## config.mk

```make
export PLATFORM = sky130hd
export DESIGN_NAME = phase_resync_top
export DESIGN_NICKNAME = d
export VERILOG_FILES = /design/src/rtl/resync_pkg.sv /design/src/rtl/timer_if.sv /design/src/rtl/sync_timer.sv /design/src/rtl/phase_resync_top.sv
export SDC_FILE = /design/constraint.sdc
export NUM_CORES = 1
export LEC_CHECK = 0
export BUFFER_PORTS_ARGS = -buffer_cell sky130_fd_sc_hd__clkbuf_2
export CAP_MARGIN = 20
export CORE_AREA = 2 2 154 156
export DETAILED_ROUTE_END_ITERATION = 16
export DIE_AREA = 0 0 156 158
export PLACE_DENSITY = 0.64
export SYNTH_ARGS = -nofsm -noshare
export SYNTH_HDL_FRONTEND = slang
export SYNTH_SLANG_ARGS = --single-unit
```

## constraint.sdc

```tcl
create_clock -name mclk -period 3.15 [get_ports mclk]
set_input_delay 0.315 -clock mclk [delete_from_list [all_inputs] [get_ports mclk]]
set_output_delay 0.315 -clock mclk [all_outputs]
set_load 0.03 [all_outputs]
```

## src/rtl/resync_pkg.sv

```systemverilog
package resync_pkg;

	// ----------------------------------------------------------------
	// serial word layout
	// ----------------------------------------------------------------
	localparam int          WORD_W        = 29;
	localparam int          SEL_W         = 3;
	localparam int          NUM_REGS      = 5;
	localparam logic [2:0]  SEL_INT_FRAC  = 3'h0;   // integer_fraction_register
	localparam logic [2:0]  SEL_PHASE     = 3'h1;   // phase_word_register
	localparam logic [2:0]  SEL_DENOM     = 3'h2;   // denominator_register
	localparam logic [2:0]  SEL_FUNC      = 3'h3;   // function_settings_register
	localparam logic [2:0]  SEL_DIV_TIMER = 3'h4;   // divider_timer_register
	localparam logic [28:0] REG_RESET     = 29'h0000000;

	// ----------------------------------------------------------------
	// field positions
	// ----------------------------------------------------------------
	localparam int          FIELD_W       = 12;
	localparam int          MOD_RST_BIT   = 14;     // function settings, modulator reset control
	localparam int          MODE_LSB      = 19;     // divider/timer, two-bit divider mode
	localparam int          COUNT_LSB     = 7;      // divider/timer, sync interval count
	localparam int          DENOM_LSB     = 3;      // denominator register
	localparam int          PHASE_LSB     = 3;      // phase word register
	localparam logic [1:0]  MODE_FAST     = 2'h1;
	localparam logic [1:0]  MODE_RESYNC   = 2'h2;

	// ----------------------------------------------------------------
	// timing figures
	// ----------------------------------------------------------------
	localparam int          MCLK_MHZ      = 25;
	localparam int          SER_CLK_MAX_MHZ = 20;   // host limit; mclk only resolves far slower

	// realignment sequencer, one-hot
	typedef enum logic [2:0] {
		ST_IDLE   = 3'h1,
		ST_FIRST  = 3'h2,
		ST_SECOND = 3'h4
	} realign_e;

	// true when a 0-based count has reached the last step of a span of lim
	function automatic logic last_step(input logic [11:0] cnt, input logic [11:0] lim);
		last_step = ({1'b0, cnt} + 13'h0001) >= {1'b0, lim};
	endfunction

endpackage

```

## src/rtl/timer_if.sv

```systemverilog
interface timer_if;
	logic        tick;        // one comparison clock rising edge
	logic        restart;     // one cycle after a load strobe rise, new words in place
	logic [1:0]  mode;
	logic [11:0] count;
	logic [11:0] denom;
	logic        sync_pulse;
	logic        realign;
	logic        fast_active;

	modport timer (input tick, restart, mode, count, denom, output sync_pulse, realign, fast_active);
	modport ctrl  (output tick, restart, mode, count, denom, input sync_pulse, realign, fast_active);
endinterface

```

## src/rtl/sync_timer.sv

```systemverilog
module sync_timer
	import resync_pkg::*;
(
	// clock and reset
	input  wire logic mclk,
	input  wire logic rst_n,
	// control side
	timer_if.timer    tif
);

	realign_e    state,    next_state;
	logic [11:0] den_cnt,  next_den_cnt;
	logic [11:0] div_cnt,  next_div_cnt;
	logic [11:0] fast_cnt, next_fast_cnt;
	logic        sync_q,   next_sync;
	logic        realign_q, next_realign;
	logic        fast_q,   next_fast;
	logic        resync_en;

	assign resync_en = tif.mode == MODE_RESYNC;

	// ----------------------------------------------------------------
	// sync interval and fast-lock timers
	// ----------------------------------------------------------------
	// the interval is count spans of denom comparison ticks
	always_comb begin
		next_state    = state;
		next_den_cnt  = den_cnt;
		next_div_cnt  = div_cnt;
		next_fast_cnt = fast_cnt;
		next_sync     = 1'b0;
		next_realign  = 1'b0;
		if (tif.restart) begin
			next_den_cnt  = 12'h000;
			next_div_cnt  = 12'h000;
			next_state    = resync_en ? ST_FIRST : ST_IDLE;
			next_fast_cnt = (tif.mode == MODE_FAST) ? tif.count : 12'h000;
		end else if (tif.tick) begin
			if (fast_cnt != 12'h000)
				next_fast_cnt = fast_cnt - 12'h001;
			if (resync_en) begin
				if (last_step(den_cnt, tif.denom)) begin
					next_den_cnt = 12'h000;
					if (last_step(div_cnt, tif.count)) begin
						next_div_cnt = 12'h000;
						next_sync    = 1'b1;
						case (state)
							ST_FIRST:  next_state = ST_SECOND;
							ST_SECOND: begin
								next_state   = ST_IDLE;
								next_realign = 1'b1;
							end
							default:   next_state = ST_IDLE;
						endcase
					end else begin
						next_div_cnt = div_cnt + 12'h001;
					end
				end else begin
					next_den_cnt = den_cnt + 12'h001;
				end
			end else begin
				next_den_cnt = 12'h000;
				next_div_cnt = 12'h000;
				next_state   = ST_IDLE;
			end
		end
		next_fast = next_fast_cnt != 12'h000;
	end

	always_ff @(posedge mclk) begin
		if (!rst_n) begin
			state     <= ST_IDLE;
			den_cnt   <= 12'h000;
			div_cnt   <= 12'h000;
			fast_cnt  <= 12'h000;
			sync_q    <= 1'b0;
			realign_q <= 1'b0;
			fast_q    <= 1'b0;
		end else begin
			state     <= next_state;
			den_cnt   <= next_den_cnt;
			div_cnt   <= next_div_cnt;
			fast_cnt  <= next_fast_cnt;
			sync_q    <= next_sync;
			realign_q <= next_realign;
			fast_q    <= next_fast;
		end
	end

	assign tif.sync_pulse  = sync_q;
	assign tif.realign     = realign_q;
	assign tif.fast_active = fast_q;

	// ----------------------------------------------------------------
	// checks
	// ----------------------------------------------------------------
	// helper: ticks since the last sync or restart
	logic [23:0] gap;
	logic        seen_sync;
	always_ff @(posedge mclk) begin
		if (!rst_n) begin
			gap       <= 24'h000000;
			seen_sync <= 1'b0;
		end else if (tif.restart || !resync_en) begin
			gap       <= 24'h000000;
			seen_sync <= 1'b0;
		end else begin
			if (sync_q) begin
				gap       <= {23'h000000, tif.tick};
				seen_sync <= 1'b1;
			end else if (tif.tick) begin
				gap <= gap + 24'h000001;
			end
		end
	end

	sync_spacing_a: assert property (@(posedge mclk) disable iff (!rst_n)
		sync_q && seen_sync && $stable(tif.count) && $stable(tif.denom) && tif.denom >= 12'h002
		|-> gap == 24'(tif.count) * 24'(tif.denom))
		else $error("sync pulses not spaced by count times denominator ticks");

	realign_sync_a: assert property (@(posedge mclk) disable iff (!rst_n)
		realign_q |-> sync_q && $past(state) == ST_SECOND)
		else $error("realign not on the second sync pulse");

	fast_start_a: assert property (@(posedge mclk) disable iff (!rst_n)
		tif.restart && tif.mode == MODE_FAST && tif.count != 12'h000 |=> fast_q ##0 !sync_q)
		else $error("fast-lock timer did not start on load");

	restart_quiet_a: assert property (@(posedge mclk) disable iff (!rst_n)
		tif.restart |=> !sync_q && den_cnt == 12'h000 && div_cnt == 12'h000)
		else $error("load did not restart the sync timer");

	no_resync_a: assert property (@(posedge mclk) disable iff (!rst_n)
		tif.mode != MODE_RESYNC && $past(tif.mode) != MODE_RESYNC |-> !sync_q && !realign_q)
		else $error("sync pulse outside resync mode");

endmodule // sync_timer

```

## src/rtl/phase_resync_top.sv

```systemverilog
// Contract
// - modulator reset bit 0: restart modulator from phase word on integer/fraction write
// - divider mode binary 10 enables phase resynchronization
// - resync timer pulses every count times denominator comparison periods
// - sync interval count is twelve bits at 18:7, host keeps it 1 to 4095
// - sync timer uses denominator from bits 14:3 of denominator register
// - output phase realigns on second sync pulse after load strobe rise
// - phase word moves output phase in steps of one denominator-th turn
// - shift one data bit in on every serial clock rising edge
// - load strobe high commits the 29 shifted bits to the selected register
// - divider mode binary 01 runs the fast-lock timer from the same count
// - denominator is 2 to 4095, host programs it so
module phase_resync_top
	import resync_pkg::*;
(
	// clock and reset
	input  wire logic        mclk,
	input  wire logic        rst_n,
	// three-wire serial port, asynchronous to mclk
	input  wire logic        ser_clk,
	input  wire logic        ser_data,
	input  wire logic        load_strobe,
	// comparison clock, sampled as a plain input
	input  wire logic        cmp_clk,
	// programmed words
	output logic [28:0]      int_frac_word,
	output logic [11:0]      fraction_denominator,
	output logic [11:0]      phase_start,
	// modulator and resync events
	output logic             modulator_restart,
	output logic             resync_enabled,
	output logic             sync_pulse,
	output logic             phase_realign,
	output logic             fast_lock_active
);

	// ----------------------------------------------------------------
	// input synchronisers
	// ----------------------------------------------------------------
	// bit 0 ser_clk, 1 ser_data, 2 load_strobe, 3 cmp_clk
	// every stage resets low, the idle level of each pin, so reset makes no false edge;
	// only sync_in reads meta, all edge logic works from the second stage onward
	logic [3:0] meta, sync_in, sync_d;
	always_ff @(posedge mclk) begin
		if (!rst_n) begin
			meta    <= 4'h0;
			sync_in <= 4'h0;
			sync_d  <= 4'h0;
		end else begin
			meta    <= {cmp_clk, load_strobe, ser_data, ser_clk};
			sync_in <= meta;
			sync_d  <= sync_in;
		end
	end

	logic sclk_rise, le_rise, cmp_rise, data_s;
	assign sclk_rise = sync_in[0] & ~sync_d[0];
	assign data_s    = sync_in[1];
	assign le_rise   = sync_in[2] & ~sync_d[2];
	assign cmp_rise  = sync_in[3] & ~sync_d[3];

	// ----------------------------------------------------------------
	// input shift register and destination registers
	// ----------------------------------------------------------------
	// mclk must run several times the serial clock; a 20 MHz serial clock
	// is beyond what a 25 MHz sampler can resolve
	logic [WORD_W-1:0] shift_reg, next_shift;
	logic [WORD_W-1:0] regs [NUM_REGS];
	logic [WORD_W-1:0] next_regs [NUM_REGS];
	logic [2:0]        sel;
	logic              next_restart;
	logic [11:0]       ph_word, den_word, next_phase_start;

	assign sel      = shift_reg[SEL_W-1:0];
	assign ph_word  = regs[SEL_PHASE][PHASE_LSB +: FIELD_W];
	assign den_word = regs[SEL_DENOM][DENOM_LSB +: FIELD_W];

	always_comb begin
		next_shift   = shift_reg;
		next_regs    = regs;
		next_restart = 1'b0;
		if (sclk_rise)
			next_shift = {shift_reg[WORD_W-2:0], data_s};
		if (le_rise && sel < 3'(NUM_REGS)) begin
			next_regs[sel] = shift_reg;
			if (sel == SEL_INT_FRAC && !regs[SEL_FUNC][MOD_RST_BIT])
				next_restart = 1'b1;
		end
		// keep the start word inside one turn for phase words below twice the denominator, so each step is 1/denominator
		if (ph_word >= den_word && den_word != 12'h000)
			next_phase_start = ph_word - den_word;
		else
			next_phase_start = ph_word;
	end

	always_ff @(posedge mclk) begin
		if (!rst_n) begin
			shift_reg         <= REG_RESET;
			for (int i = 0; i < NUM_REGS; i++)
				regs[i] <= REG_RESET;
			modulator_restart <= 1'b0;
			phase_start       <= 12'h000;
		end else begin
			shift_reg         <= next_shift;
			regs              <= next_regs;
			modulator_restart <= next_restart;
			phase_start       <= next_phase_start;
		end
	end

	assign int_frac_word        = regs[SEL_INT_FRAC];
	assign fraction_denominator = den_word;

	// mode level as a flop so the output is registered
	always_ff @(posedge mclk) begin
		if (!rst_n)
			resync_enabled <= 1'b0;
		else
			resync_enabled <= regs[SEL_DIV_TIMER][MODE_LSB +: 2] == MODE_RESYNC;
	end

	// ----------------------------------------------------------------
	// timer restart alignment
	// ----------------------------------------------------------------
	// the commit and the strobe edge fall in one cycle; restarting the timer
	// a cycle later lets it read the freshly written mode, count and
	// denominator instead of the values that the load replaces
	logic timer_restart, next_timer_restart;
	always_comb begin
		next_timer_restart = le_rise;
	end

	always_ff @(posedge mclk) begin
		if (!rst_n)
			timer_restart <= 1'b0;
		else
			timer_restart <= next_timer_restart;
	end

	// ----------------------------------------------------------------
	// sync timer
	// ----------------------------------------------------------------
	timer_if tif ();
	assign tif.tick    = cmp_rise;
	assign tif.restart = timer_restart;
	assign tif.mode    = regs[SEL_DIV_TIMER][MODE_LSB +: 2];
	assign tif.count   = regs[SEL_DIV_TIMER][COUNT_LSB +: FIELD_W];
	assign tif.denom   = den_word;

	sync_timer u_timer (
		.mclk  (mclk),
		.rst_n (rst_n),
		.tif   (tif)
	);

	assign sync_pulse       = tif.sync_pulse;
	assign phase_realign    = tif.realign;
	assign fast_lock_active = tif.fast_active;

	// ----------------------------------------------------------------
	// checks
	// ----------------------------------------------------------------
	logic [WORD_W-2:0] shift_low;
	assign shift_low = shift_reg[WORD_W-2:0];

	// each serial rise moves the word up by one bit
	shift_in_a: assert property (@(posedge mclk) disable iff (!rst_n)
		sclk_rise |=> shift_reg == {$past(shift_low), $past(data_s)})
		else $error("serial bit not shifted in");

	// no serial rise, no movement
	shift_hold_a: assert property (@(posedge mclk) disable iff (!rst_n)
		!sclk_rise |=> $stable(shift_reg))
		else $error("shift register moved without a serial clock rise");

	// denominator field lands on its load
	load_commit_a: assert property (@(posedge mclk) disable iff (!rst_n)
		le_rise && sel == SEL_DENOM |=> fraction_denominator == $past(shift_reg[14:3]))
		else $error("load strobe did not commit the word");

	// integer/fraction word lands whole
	word_commit_a: assert property (@(posedge mclk) disable iff (!rst_n)
		le_rise && sel == SEL_INT_FRAC |=> int_frac_word == $past(shift_reg))
		else $error("integer/fraction word not committed");

	// phase word lands from its field
	phase_commit_a: assert property (@(posedge mclk) disable iff (!rst_n)
		le_rise && sel == SEL_PHASE |=> ph_word == $past(shift_reg[PHASE_LSB +: FIELD_W]))
		else $error("phase word not committed");

	// selectors past the last register write nothing
	unused_sel_a: assert property (@(posedge mclk) disable iff (!rst_n)
		le_rise && sel >= 3'(NUM_REGS) |=> $stable(int_frac_word) && $stable(den_word) && $stable(ph_word))
		else $error("unused selector changed a register");

	// integer/fraction write with the reset bit clear restarts the modulator
	restart_on_write_a: assert property (@(posedge mclk) disable iff (!rst_n)
		le_rise && sel == SEL_INT_FRAC && !regs[SEL_FUNC][MOD_RST_BIT] |=> modulator_restart ##1 !modulator_restart)
		else $error("modulator restart pulse missing");

	// a restart always traces back to such a write
	restart_held_a: assert property (@(posedge mclk) disable iff (!rst_n)
		modulator_restart |-> $past(le_rise) && $past(sel) == SEL_INT_FRAC)
		else $error("modulator restarted without an integer/fraction write");

	// other selectors, or the reset bit set, leave the modulator running
	restart_gate_a: assert property (@(posedge mclk) disable iff (!rst_n)
		le_rise && (sel != SEL_INT_FRAC || regs[SEL_FUNC][MOD_RST_BIT]) |=> !modulator_restart)
		else $error("modulator restarted although the write did not ask for it");

	// the restart is a single-cycle pulse
	restart_pulse_a: assert property (@(posedge mclk) disable iff (!rst_n)
		modulator_restart |=> !modulator_restart)
		else $error("modulator restart longer than one cycle");

	// the timer restarts with the freshly written mode and count
	timer_restart_a: assert property (@(posedge mclk) disable iff (!rst_n)
		le_rise && sel == SEL_DIV_TIMER |=> tif.restart && tif.mode == $past(shift_reg[MODE_LSB +: 2])
			&& tif.count == $past(shift_reg[COUNT_LSB +: FIELD_W]))
		else $error("timer restart did not see the new divider word");

	// start word stays inside one turn unless the phase word spans two
	phase_step_a: assert property (@(posedge mclk) disable iff (!rst_n)
		$stable(den_word) && den_word >= 12'h002 ##1 $stable(den_word)
			|-> phase_start < den_word || {1'b0, $past(ph_word)} >= {den_word, 1'b0})
		else $error("phase start outside one turn");

endmodule // phase_resync_top

```

== Yosys cells after proc, flatten, opt, wreduce, memory -nomap -nowiden ==
Cells that the tools add are included.
Operators by class
  bitwise logic cells: 12
  reductions and logical operators: 16
  add/sub/neg operators: 6
  mux-type cells: 23
  equality and inequality tests: 7
  magnitude comparators: 6
Operators with widths (count)
  145-bit bitwise mux: 1
  12-bit 2-to-1 mux: 10
  29-bit demux with 3-bit select: 1
  12-bit nonzero test: 3
  29-bit 2-to-1 mux: 1
  12-bit by 1-bit adder with 13-bit output, second input constant: 2
  13-bit by 12-bit >= comparator with 1-bit output: 2
  12-bit by 1-bit adder with 12-bit output, second input constant: 2
  3-bit 2-to-1 mux: 6
  12-bit >= comparator: 1
  12-bit by 1-bit subtractor with 12-bit output, second input constant: 1
  12-bit subtractor: 1
  1-bit NOT: 8
  3-bit != test, second input constant: 2
  6-bit OR reduction: 1
  5-bit OR reduction: 1
  4-bit >= comparator, second input constant: 1
  1-bit logical AND: 4
  4-bit by 1-bit < comparator with 1-bit output, second input constant: 1
  3-bit NOT with 4-bit output: 1
  2-bit AND reduction: 2
  1-bit bitwise AND: 3
  3-bit by 2-bit equality test with 1-bit output, second input constant: 1
  3-bit equality test, second input constant: 1
  other kinds (11): 13
Word-level totals
  register bits after elaboration: 243
  output and inout port bits: 58
  logic and storage cells: 90
  input port bits: 6

== Depth between registers and ports, before layout ==
  word-level depth: 7
  mapped depth: 13
  gate-level depth less buffers: 12

== Modules after synthesis ==
A second synthesis with hierarchy kept.
Unflattened totals
  cell total of the unflattened synthesis: 1015
  area total of the unflattened synthesis: 8495.6 um^2
By module, submodules not included
  phase_resync_top: seq. area each 2462.4 um^2, area each 5298.8 um^2, cells each 612, times used 1
  sync_timer: seq. area each 840.8 um^2, area each 3196.8 um^2, cells each 403, times used 1

== Worst setup path after synthesis ==
OpenSTA, ideal clock, no wires.
  kind: flip-flop to flip-flop
  from: register u_timer.div_cnt[0]
  to: register u_timer.div_cnt[4]
  setup slack: 0.226 ns
  arrival time: 2.853 ns
  buffers on the path: 1
  data required time: 3.079 ns
  cell stages (with the launch flop): 14
  library setup time: 0.071 ns
  clock period less this slack: 2.924 ns
  cells stage by stage: dfxtp_1 and3_1 and3_1 and3_1 nand3_1 or2_2 xnor2_1 ha_1 a21oi_1 o21ai_0 o21ai_0 a21oi_1 clkbuf_1 a21oi_1
On the way
  cells in the longest elaborated chain, start to end: 5
  elaborated cells between the ends (all ways): 6
  those cells by class: add/sub: 2; order compare: 1; mux: 3
Ends and longest elaborated chain
  start, declared: RTL line sync_timer.sv:13  | logic [11:0] div_cnt, next_div_cnt;
  start signal, assigned: RTL line sync_timer.sv:82  | div_cnt <= next_div_cnt;
  12-bit by 1-bit adder with 13-bit output: RTL line resync_pkg.sv:43  | last_step = ({1'b0, cnt} + 13'h0001) >= {1'b0, lim};
  13-bit by 12-bit >= comparator with 1-bit output: RTL line resync_pkg.sv:43
  12-bit 2-to-1 mux *: RTL line sync_timer.sv:44  | if (last_step(div_cnt, tif.count)) begin
  12-bit 2-to-1 mux *: RTL line sync_timer.sv:42  | if (last_step(den_cnt, tif.denom)) begin
  12-bit 2-to-1 mux *: RTL line sync_timer.sv:41  | if (resync_en) begin
Every way passes the cells marked *; elsewhere a longest branch is shown, timed or not. The select of a mux whose other input is x is not followed.
A chain may end at the register's enable or synchronous reset.

== Worst setup path after layout ==
  from: register u_timer.fast_cnt[1]
  to: register u_timer.fast_q (netlist: u_timer.tif.fast_active)
On the way
  cells in the longest elaborated chain, start to end: 5
  elaborated cells between the ends (all ways): 6
  those cells by class: add/sub: 1; mux: 3; reduce/logical: 2
Ends and longest elaborated chain
  start, declared: RTL line sync_timer.sv:14  | logic [11:0] fast_cnt, next_fast_cnt;
  start signal, assigned: RTL line sync_timer.sv:83  | fast_cnt <= next_fast_cnt;
  12-bit by 1-bit subtractor with 12-bit output or 12-bit nonzero test (tied branches): RTL line sync_timer.sv:40, sync_timer.sv:39
  12-bit 2-to-1 mux: RTL line sync_timer.sv:39  | if (fast_cnt != 12'h000)
  12-bit 2-to-1 mux *: RTL line sync_timer.sv:38  | end else if (tif.tick) begin
  12-bit 2-to-1 mux *: RTL line sync_timer.sv:33  | if (tif.restart) begin
  12-bit nonzero test *: RTL line sync_timer.sv:67  | next_fast = next_fast_cnt != 12'h000;
  end signal, assigned: RTL line sync_timer.sv:86  | fast_q <= next_fast;
  end, declared: RTL line sync_timer.sv:17  | logic fast_q, next_fast;
Every way passes the cells marked *; elsewhere a longest branch is shown, timed or not.

==> impl_metrics.py <==
metrics = {
    "timing": {
        "worst_slew_pin_slew_ps": 864,
        "worst_hold_slack_ps": 82.3,
        "max_slew_margin_pct": 42.3,
        "setup_violations": 0,
        "hold_viol_final": 0,
        "fin_crit_sh_pct": 94.1,
        "skew_ps": 16.1,
        "setup_tns_ps": 0,
        "fmax_mhz": 337,
        "slew_violations": 0,
        "rsz0062_at_grt": "no",
        "period_needed_ps": 2960,
    },
    "floorplanning": {
        "fp.dieH_um": 158,
        "start_util_pct": 34.3,
        "num_rows": 56,
        "ios": 64,
        "die_x_um": 156,
        "dieArea_mm2": 0.0246,
        "core-area_mm2": 0.0231,
    },
    "synth": {
        "synth_top_area_cell": "dfxtp_1",
        "synthDominantCellAreaShare_pct": 41.8,
        "synth_seq_cells": 165,
        "async_flop_share_pct": 0,
        "syn_avg_cell_area_um2": 8.48,
        "syn_nets": 981,
        "ys_seq_area_share_pct": 41.8,
        "ys.flop_type": "dfxtp_1",
        "yosys.cell_types.count": 54,
        "yosysWarnings": 0,
        "synth_cells": 932,
        "synth-edff-count": 0,
        "synth_area_leaders": "dfxtp_1, nand2_1, ha_1",
        "syn_area_mm2": 0.00790,
    },
    "global_route": {
        "grt_pass1_vias": 5860,
        "antenna_found_initial": 0,
        "grt_overflow": 0,
        "grt_pass1_wl_um": 30100,
        "grt.total_usage_pct": 15.3,
        "grt_start_max_net_pins": 49,
    },
    "pwr": {
        "powerDensity_mw_per_mm2": 505,
        "p_leak_uw": 0.00377,
        "irDropWorstVdd_v": 0.000411,
        "total_power_uw": 4510,
    },
    "worst_setup_path": {
        "worstPathRequired_ps": 3460,
        "worstPathArrival_ps": 3270,
        "crit_path_end_kind": "flop",
        "r2r_slack_ps": 190,
        "startpoint": "u_timer.fast_cnt[1]$_SDFF_PN0_",
        "path_max_fanout": 6,
        "path_class": "flop to flop",
        "r2r_start": "u_timer.fast_cnt[1]$_SDFF_PN0_",
        "reg2reg_depth": 10,
        "reg2reg_to": "u_timer.tif.fast_active$_SDFF_PN0_",
        "critPathLaunchType": "flop",
    },
    "final_layout": {
        "final_cell_mix": "dfxtp_1, nand2_1, nor2_1, a21oi_1, clkbuf_2",
        "layout.nets": 1007,
        "num_antenna_cells": 0,
        "stdcell_area_mm2": 0.00895,
        "fillCellCount": 2340,
        "syn2layout_area_growth_pct": 13.2,
        "drive_above_1_share_pct": 14.1,
        "final_cells": 1260,
        "layout_commonest_cell": "dfxtp_1",
    },
    "route": {
        "drc": 0,
        "via_count": 6222,
        "wl_um": 18200,
        "drtAntennaViolNets": 0,
        "first_pass_iters": 5,
        "initialDrtViolationCount": 440,
        "wire_per_inst_um": 14.5,
        "via_per_inst": 4.94,
    },
    "clock_tree": {
        "cts_tree": "yes",
        "clkLatencyLatePin_ps": 430,
        "hold_buffers": 0,
        "numCtsBuffers": 17,
        "cts_num_sinks": 165,
        "clkTransAtPathRegs_ps": 70,
        "ctsLongestPathBuffers": 2,
        "htreeDepth": 4,
        "root_buffer": "clkbuf_16",
    },
    "min_path": {
        "min_to": "meta[0]$_SDFF_PN0_",
        "whs_path_depth": 2,
        "holdCritStartpoint": "ser_clk",
        "hold_path_class": "input pin to flop",
    },
    "placed_design": {
        "hpwl_um": 13000,
        "dp.cells": 1227,
        "port_buffers": 63,
        "place_congestion": 0.899,
        "dpl-instance-area_mm2": 0.00832,
    },
    "flow_run": {
        "cap_viol_max_count": 0,
    },
    "outcome": {
        "status": "completed",
    },
}
## layer usage
layer | routed length, um | GRT usage [%] | share of wire, % | vias to the layer above
met4 | 381 | 5.64 | 2.1 | 0
met1 | 8770 | 20.5 | 48 | 2886
li1 | - | - | - | 3175
met3 | 719 | 3.20 | 3.9 | 27
met5 | 0 | 0 | 0 | -
met2 | 8360 | 24.3 | 46 | 134
## Yosys cell counts, drive strengths merged, types with 2 or more instances
cell type  count
o21a           5
or3            6
a22oi         11
nand2b         6
and3           9
a22o           2
a21boi         2
inv           33
xnor2         25
or4            3
nand2        145
dfxtp        165
nand3         18
mux2           2
nor4           9
a211oi         2
nor3b          4
xor2          19
nor2          94
nand3b         3
mux2i         48
or2            5
o211ai         4
nand4         11
o31ai          4
and2          22
a21oi         85
nor3           9
nor2b          6
ha            42
and4           2
o21ai         29
buf           49
a21o           4
clkbuf        33
a31oi          3
a2111oi        2
## worst max path at each step
stage,endpoint,slack (ps),cells after the start
floorplan,u_timer.div_cnt[4]$_SDFFE_PP0P_,230,13
global placement,u_timer.tif.fast_active$_SDFF_PN0_,170,10
detailed placement,u_timer.div_cnt[4]$_SDFFE_PP0P_,150,13
CTS,u_timer.div_cnt[11]$_SDFFE_PP0P_,140,13
global route,u_timer.den_cnt[2]$_SDFFE_PP0P_,8,14
finish,u_timer.tif.fast_active$_SDFF_PN0_,190,10
## power by group
group	internal, uW	switching, uW
sequential	2120	20.0
clock	1220	881
combinational	98.1	177
## worst max-delay path, cell delays in order, from the launching register on
cell     delay [ps]
dfxtp_1         310
inv_1           100
ha_1            170
or4b_1          500
o41ai_4         360
buf_4           200
nor4_2           40
xnor2_1         150
o21ai_1          90
or4_1           530
o41a_1          390
## stage by stage
step	setup slack [ps]	util (%)
final	186	38.8
after global routing	8.33	38.8
after CTS	141	38.7
after detailed placement	155	36.1
after global placement	169	36.1
after floorplan	226	-
## logic make-up (layout without fill, tap and decap cells)
kind of cell	after synthesis	in the layout	share of synthesized area, %
xor+xnor	44	44	4.88
simple gates	356	356	20.7
fa+ha+maj	43	43	6.91
mux	50	50	6.37
compound gates	159	159	11.9
buf+inv	115	153	7.44
flops	165	165	41.8
## what timing repair did
action | CTS | global route
buffers inserted | 0 | 1
endpoints found under the hold margin | 0 | 0
resized for setup | 0 | 5
endpoints found under the setup margin | 0 | 19
## layout make-up
cell class	count	area [um^2]	share of cell area, %
clock inverter	12	145	1.62
tap	290	363	4.06
sequential	165	3300	36.9
clock buffer	19	453	5.06
multi-input combinational	652	4030	45.0
timing repair buffer	89	531	5.93
inverter	33	125	1.40
Power figures use the tool's default switching activity.
